[src/wwdog_pkg.sv]
// wwdog_pkg: constants for the windowed watchdog
// assumes: single clock mclk_i at 40 MHz, no register bus
package wwdog_pkg;
   localparam int unsigned CNT_W        = 24;
   localparam logic [23:0] CNT_MIN      = 24'h0000ff;  // reload values below this are raised to it
   localparam logic [23:0] CNT_RESET    = 24'h0000ff;
   localparam logic [23:0] WINDOW_RESET = 24'hffffff;
   localparam logic [9:0]  WARN_RESET   = 10'h000;
   localparam logic [1:0]  PRESCALE_MAX = 2'h3;        // divide by four
   localparam logic [7:0]  FEED_FIRST   = 8'haa;
   localparam logic [7:0]  FEED_SECOND  = 8'h55;
   localparam logic        SRC_INT_RC   = 1'b0;
   localparam logic        SRC_SLOW_OSC = 1'b1;

   typedef enum logic [2:0] {
      WWDOG_IDLE = 3'b001,
      WWDOG_HALF = 3'b010,
      WWDOG_DONE = 3'b100
   } wwdog_feed_e;
endpackage

[src/wwdog_core.sv]
// wwdog_core: windowed watchdog counter, feed checker and fault outputs
// assumes: tick clocks arrive asynchronously and are synchronised here;
// control bits come as plain ports from the system register file
`timescale 1ns/10ps
`default_nettype none
module wwdog_core (
   // clock and reset
   input  wire logic        mclk_i,
   input  wire logic        resetn_i,
   // tick sources
   input  wire logic        internal_rc_oscillator_i,
   input  wire logic        dedicated_slow_oscillator_i,
   // control
   input  wire logic        enable_set_i,
   input  wire logic        reset_enable_i,
   input  wire logic        window_enable_i,
   input  wire logic        clock_select_i,
   input  wire logic [23:0] reload_value_i,
   input  wire logic [23:0] window_value_i,
   input  wire logic [9:0]  warning_value_i,
   // feed and register accesses
   input  wire logic        feed_write_i,
   input  wire logic [7:0]  feed_data_i,
   input  wire logic        other_access_i,
   // flag handling
   input  wire logic        timeout_flag_clear_i,
   input  wire logic        warning_flag_clear_i,
   input  wire logic        reset_cause_clear_i,
   input  wire logic        power_on_i,
   // status and events
   output logic [23:0]      count_o,
   output logic             enabled_o,
   output logic             timeout_flag_o,
   output logic             warning_flag_o,
   output logic             reset_cause_o,
   output logic             interrupt_o,
   output logic             chip_reset_o
);
   // tick source synchronisers
   logic [2:0] sync_rc, sync_slow;
   logic tick_level, tick_prev, next_tick_prev;
   logic tick_rise;
   logic [1:0] prescale, next_prescale;
   logic [23:0] count, next_count;
   logic enabled, next_enabled;
   logic timeout_flag, next_timeout_flag;
   logic warning_flag, next_warning_flag;
   logic reset_cause, next_reset_cause;
   logic chip_reset, next_chip_reset;
   logic [23:0] reload_q, next_reload_q;
   wwdog_pkg::wwdog_feed_e feed_st, next_feed_st;
   logic feed_ok, feed_bad, feed_early, timeout_hit, fault, dec;

   // three-stage synchroniser, change counted when stages two and three agree
   always_ff @(posedge mclk_i) begin
      if (!resetn_i) begin
         sync_rc   <= 3'h0;
         sync_slow <= 3'h0;
      end else begin
         sync_rc   <= {sync_rc[1:0], internal_rc_oscillator_i};
         sync_slow <= {sync_slow[1:0], dedicated_slow_oscillator_i};
      end
   end

   // tick select; the filtered level only moves when stages two and three agree
   always_comb begin
      if (clock_select_i == wwdog_pkg::SRC_SLOW_OSC)
         tick_level = (sync_slow[2] == sync_slow[1]) ? sync_slow[1] : tick_prev;
      else
         tick_level = (sync_rc[2] == sync_rc[1]) ? sync_rc[1] : tick_prev;
      tick_rise = tick_level & ~tick_prev;
   end

   // feed checker and fault decode
   always_comb begin
      next_feed_st = feed_st;
      feed_ok      = 1'b0;
      feed_bad     = 1'b0;
      case (feed_st)
         wwdog_pkg::WWDOG_IDLE: begin
            if (feed_write_i) begin
               if (feed_data_i == wwdog_pkg::FEED_FIRST)
                  next_feed_st = wwdog_pkg::WWDOG_HALF;
               else
                  feed_bad = enabled;
            end
         end
         wwdog_pkg::WWDOG_HALF: begin
            if (feed_write_i) begin
               if (feed_data_i == wwdog_pkg::FEED_SECOND)
                  feed_ok = 1'b1;
               else
                  feed_bad = enabled;
               next_feed_st = wwdog_pkg::WWDOG_IDLE;
            end else if (other_access_i) begin
               feed_bad     = enabled;
               next_feed_st = wwdog_pkg::WWDOG_IDLE;
            end
         end
         default: next_feed_st = wwdog_pkg::WWDOG_IDLE;
      endcase
      feed_early  = feed_ok & enabled & window_enable_i & (count > window_value_i);
      timeout_hit = enabled & dec & (count == 24'h000000);
      fault       = timeout_hit | feed_bad | feed_early;
   end

   // counter, prescaler and enable
   always_comb begin
      next_tick_prev = tick_level;
      next_prescale  = prescale;
      next_count     = count;
      next_enabled   = enabled;
      next_reload_q  = reload_q;
      dec            = 1'b0;
      if (reload_value_i < wwdog_pkg::CNT_MIN)
         next_reload_q = wwdog_pkg::CNT_MIN;
      else
         next_reload_q = reload_value_i;
      if (enabled && tick_rise) begin
         next_prescale = prescale + 2'h1;
         dec           = (prescale == wwdog_pkg::PRESCALE_MAX);
      end
      if (dec && count != 24'h000000)
         next_count = count - 24'h000001;
      if ((feed_ok && !feed_early) || (enable_set_i && !enabled)) begin
         next_count    = reload_q;
         next_prescale = 2'h0;
      end
      // set only, cleared by a watchdog event when reset generation is off
      if (enable_set_i)
         next_enabled = 1'b1;
      if (fault && !reset_enable_i)
         next_enabled = 1'b0;
   end

   // flags; set wins over clear
   always_comb begin
      next_timeout_flag = timeout_flag;
      next_warning_flag = warning_flag;
      next_reset_cause  = reset_cause;
      next_chip_reset   = 1'b0;
      if (timeout_flag_clear_i)
         next_timeout_flag = 1'b0;
      if (fault)
         next_timeout_flag = 1'b1;
      if (warning_flag_clear_i)
         next_warning_flag = 1'b0;
      if (enabled && dec && count == {14'h0000, warning_value_i})
         next_warning_flag = 1'b1;
      if (reset_cause_clear_i || power_on_i)
         next_reset_cause = 1'b0;
      if (fault && reset_enable_i) begin
         next_chip_reset  = 1'b1;
         next_reset_cause = 1'b1;
      end
   end

   // state registers
   always_ff @(posedge mclk_i) begin
      if (!resetn_i) begin
         tick_prev    <= 1'b0;
         prescale     <= 2'h0;
         count        <= wwdog_pkg::CNT_RESET;
         enabled      <= 1'b0;
         timeout_flag <= 1'b0;
         warning_flag <= 1'b0;
         chip_reset   <= 1'b0;
         reload_q     <= wwdog_pkg::CNT_RESET;
         feed_st      <= wwdog_pkg::WWDOG_IDLE;
      end else begin
         tick_prev    <= next_tick_prev;
         prescale     <= next_prescale;
         count        <= next_count;
         enabled      <= next_enabled;
         timeout_flag <= next_timeout_flag;
         warning_flag <= next_warning_flag;
         chip_reset   <= next_chip_reset;
         reload_q     <= next_reload_q;
         feed_st      <= next_feed_st;
      end
   end

   // cause flag survives the reset it caused
   always_ff @(posedge mclk_i) begin
      reset_cause <= next_reset_cause;
   end

   // outputs
   assign count_o        = count;
   assign enabled_o      = enabled;
   assign timeout_flag_o = timeout_flag;
   assign warning_flag_o = warning_flag;
   assign reset_cause_o  = reset_cause;
   assign interrupt_o    = (timeout_flag & ~reset_enable_i) | warning_flag;
   assign chip_reset_o   = chip_reset;

   // assertions
   a_enable_sticky: assert property (@(posedge mclk_i) disable iff (!resetn_i)
      enabled && !fault |=> enabled) else $error("enable dropped without event");
   a_timeout_reset: assert property (@(posedge mclk_i) disable iff (!resetn_i)
      timeout_hit && reset_enable_i |=> chip_reset_o && reset_cause_o) else $error("timeout gave no reset");
   a_window_fault: assert property (@(posedge mclk_i) disable iff (!resetn_i)
      feed_ok && enabled && window_enable_i && count > window_value_i |=> timeout_flag_o)
      else $error("early feed not flagged");
   a_bad_feed: assert property (@(posedge mclk_i) disable iff (!resetn_i)
      feed_bad && !reset_enable_i |=> timeout_flag_o && !chip_reset_o) else $error("bad feed wrong response");
   a_count_width: assert property (@(posedge mclk_i) disable iff (!resetn_i)
      dec && count != 24'h000000 && !feed_ok |=> count_o == $past(count) - 24'h000001)
      else $error("counter step wrong");
   a_prescale_four: assert property (@(posedge mclk_i) disable iff (!resetn_i)
      enabled && tick_rise && prescale != wwdog_pkg::PRESCALE_MAX && !feed_ok |=> count_o == $past(count))
      else $error("count moved before fourth tick");
   a_reload_floor: assert property (@(posedge mclk_i) disable iff (!resetn_i)
      reload_q >= wwdog_pkg::CNT_MIN) else $error("reload below floor");
   a_warn_point: assert property (@(posedge mclk_i) disable iff (!resetn_i)
      enabled && dec && count == {14'h0000, warning_value_i} |=> warning_flag_o)
      else $error("warning missed");
   a_feed_pair: assert property (@(posedge mclk_i) disable iff (!resetn_i)
      feed_st == wwdog_pkg::WWDOG_HALF && other_access_i && !feed_write_i && enabled |=> timeout_flag_o)
      else $error("split feed not flagged");
endmodule
`default_nettype wire

[config.mk]
export PLATFORM = sky130hd
export DESIGN_NAME = wwdog_core
export DESIGN_NICKNAME = d
export VERILOG_FILES = /design/src/wwdog_pkg.sv /design/src/wwdog_core.sv
export SDC_FILE = /design/constraint.sdc
export NUM_CORES = 1
export LEC_CHECK = 0
export ABC_AREA = 1
export BUFFER_PORTS_ARGS = -buffer_cell sky130_fd_sc_hd__clkbuf_2
export CORE_AREA = 2 2 92 94
export DETAILED_ROUTE_END_ITERATION = 16
export DIE_AREA = 0 0 94 96
export HOLD_SLACK_MARGIN = 0.08
export PLACE_DENSITY = 0.83
export REMOVE_ABC_BUFFERS = 1
export SLEW_MARGIN = 5
export SYNTH_ARGS = -nofsm -noshare
export SYNTH_HDL_FRONTEND = slang
export SYNTH_SLANG_ARGS = --single-unit
[constraint.sdc]
create_clock -name mclk_i -period 2.53 [get_ports mclk_i]
set_clock_uncertainty 0.2 [all_clocks]
set_input_delay 0.1265 -clock mclk_i [delete_from_list [all_inputs] [get_ports mclk_i]]
set_output_delay 0.1265 -clock mclk_i [all_outputs]
set_load 0.05 [all_outputs]
==> results.md <==
- RSZ-0062 raised after global routing: false
- Arrival time worst endpoint: 2.47 ns
- Number of fillers in the final layout: 677
- CP required: 2.57 ns
- Ant. Diodes: 0
- Number of ports placed on the die boundary: 110
- Drt total wl: 11700 µm
- Top FF cell, synth: sky130_fd_sc_hd__dfxtp_1
- Wire length of the first global-routing pass: 18600 µm
- Peak VDD IR: 0.000420 V
- Static leakage: 3.01 nW
- Max-slew violation total from the final report: 0
- Clock latency of the later-clocked register in the worst-skew pair: 0.35 ns
- Transition time at the pin with the least slew margin: 0.629 ns
- Slew margin rel.: 0.580
- Sum of net half-perimeters after detailed placement: 8700 µm
- Number of port buffers: 109
- Result of the run: finished, final reports clean
- Area added between synthesis and finish: 35.1%
- Number of maximum-capacitance violations: 0
- Synth async-reset ratio: 0
- Worst Setup End Kind: flip-flop
- Per-cell via count in the routed design: 5.04
- Clock Tree Buf Depth: 2
- Remaining antenna violation count: 0
- Overall via count from detail_route: 4545
- Number of iterations in the first detailed-routing pass: 5
- Iteration-0 DRC Markers: 208
- Rows: 33
- Root Buffer: sky130_fd_sc_hd__clkbuf_8
- H-Tree Level Count: 3
- Congestion Overflow GR: 0
- Yosys warnings: 0
- Cell count after synthesis: 621
- Cell area after technology mapping: 4110 µm²
- Setup Crit Path Kind: reg -> reg
- Ratio of cells with drive above 1 in the final layout: 0.249
- Clock sink total: 64
- Routed length per instance: 13.0 µm
- Hold slack: 0.104 ns
- Final count of hold timing violations: 0
- Final Critical Period: 2.43 ns
- Fmax achieved: 411 MHz
- Mean Syn Cell Area: 6.61 µm²
- Horiz. Die Dim: 94 µm
- Die footprint: 9020 µm²
- Total cell area at the placement stage: 4900 µm²
- Post-synthesis sequential element count: 64
- Most common cell after layout, fill and taps aside: sky130_fd_sc_hd__nand2_1
- Placer Congestion: 0.951
- Buffers inserted during post-CTS setup optimization: 0
- Effective utilization at floorplan: 0.510
- Final-report setup violation count: 0
- Pwr Density: 501 nW/µm²
- Largest net degree at the start of global routing: 30
- CTS buffer count: 9
- Kind of start point of the critical path: flip-flop
- Worst Hold Class: in -> reg
- Count of nets after finishing: 899
- Critical path peak fanout: 5
- Post-route standard cell area excluding fillers: 5550 µm²
- Top library cells by usage in the layout, fill and taps aside: sky130_fd_sc_hd__nand2_1, sky130_fd_sc_hd__clkbuf_2, sky130_fd_sc_hd__inv_1
- Ratio of final minimum period to clock period: 0.962
- Combined global-route utilization of all metal layers: 0.262
- Clock slew at reported path FFs: 0.07 ns
- Placeable Area: 8050 µm²
- Overall die height: 96 µm
- Final routed DRC violation total: 0
- Portion of the post-synthesis area used by sequential elements: 0.312
- Number of global-route vias before repair: 4315
- Initial antenna violation count: 0
- Clock tree from TritonCTS: done
- Number of flops mapped to enable cells by yosys: 0
- Number of different library cells in the post-synthesis netlist: 37
## per-layer routing
layer	GRT usage	up-vias	routed length (µm)
met5	0	-	0
met4	0.0954	0	251
met3	0.0462	23	867
met2	0.477	182	5870
met1	0.309	2051	4710
li1	-	2289	-
## metrics by stage
step                      TNS [ns]   util  total power, mW  setup slack, ns  instances
after floorplan              -6.31      -             1.53           -0.262        604
after global placement           0  0.608             1.74            0.261        845
after detailed placement         0  0.608             1.76            0.209        845
after CTS                        0  0.685             2.78           0.0530        901
after global routing             0  0.689             2.91          0.00306        901
final                            0  0.689             2.78           0.0962        901
## state kept, by name (all words and copies together) (netlist names), 2 cells and up
| signal | cells |
|---|---|
| count_o | 24 |
| reload_q | 24 |
| sync_rc | 3 |
| sync_slow | 3 |
| feed_st | 2 |
| prescale | 2 |
## worst max-delay path, cell delays in order (launching register included)
cell and delay [ns]:
sky130_fd_sc_hd__dfxtp_1 0.40, sky130_fd_sc_hd__inv_1 0.12, sky130_fd_sc_hd__ha_2 0.23, sky130_fd_sc_hd__nand2_2 0.10
sky130_fd_sc_hd__nor2_2 0.06, sky130_fd_sc_hd__nand4_2 0.13, sky130_fd_sc_hd__nor2_1 0.07, sky130_fd_sc_hd__a31oi_1 0.21
sky130_fd_sc_hd__nand2_2 0.12, sky130_fd_sc_hd__nand2_1 0.10, sky130_fd_sc_hd__nand2_1 0.05, sky130_fd_sc_hd__dlygate4sd3_1 0.54
## cell families (layout without fill, tap and decap cells)
group           Yosys count  count (layout)  share of synthesized area
xor+xnor                 24              24                     0.0512
fa+ha+maj                28              28                     0.0853
simple gates            328             328                      0.358
flops                    64              64                      0.312
buf+inv                 124             299                      0.123
compound gates           53              53                     0.0704
## path summary, 6_finish.rpt
check                                        start             end  slack, ns  cells after the start
worst max register to register          count_o[0]   reset_cause_o        0.1                     11
worst min register to register          sync_rc[0]      sync_rc[1]       0.22                      2
worst min-delay path            warning_value_i[8]  warning_flag_o       0.10                      5
worst max-delay path                    count_o[0]   reset_cause_o        0.1                     11
## cell type report
class,instances,area [µm²],area share
multi-input cells,433,2350,0.423
repair buffers,176,1160,0.209
flip-flops and latches,64,1280,0.231
clock inverters,5,80.1,0.0144
well taps,105,131,0.0237
inverters,107,403,0.0726
clock buffers,11,141,0.0255
## power by group
part,internal [mW],leakage (nW),switching (mW)
clock,0.580,0.106,0.396
combinational,0.276,2.38,0.430
sequential,1.06,0.529,0.0341
## timing repair
item / 4_1_cts / 5_1_grt
resized for setup: 0 / 9
endpoints found under the setup margin: 0 / 10
hold buffers: 40 / 0
hold endpoints to repair: 43 / 0
## cells in the mapped netlist, drive strengths merged (2+ instances only)
cell    number  area share
nor3         8       0.013
inv        106       0.097
ha          28       0.085
nor2        89       0.086
a21o         3      0.0055
o21ai       13       0.016
a21oi       31       0.039
or2         10       0.015
a211oi       2      0.0037
nand4       27       0.043
xor2        19       0.041
dfxtp       64        0.31
xnor2        5       0.011
nand2      152        0.14
nand3       38       0.052
clkbuf       8      0.0073
buf          9       0.017
(Power assumes the default switching activity.)
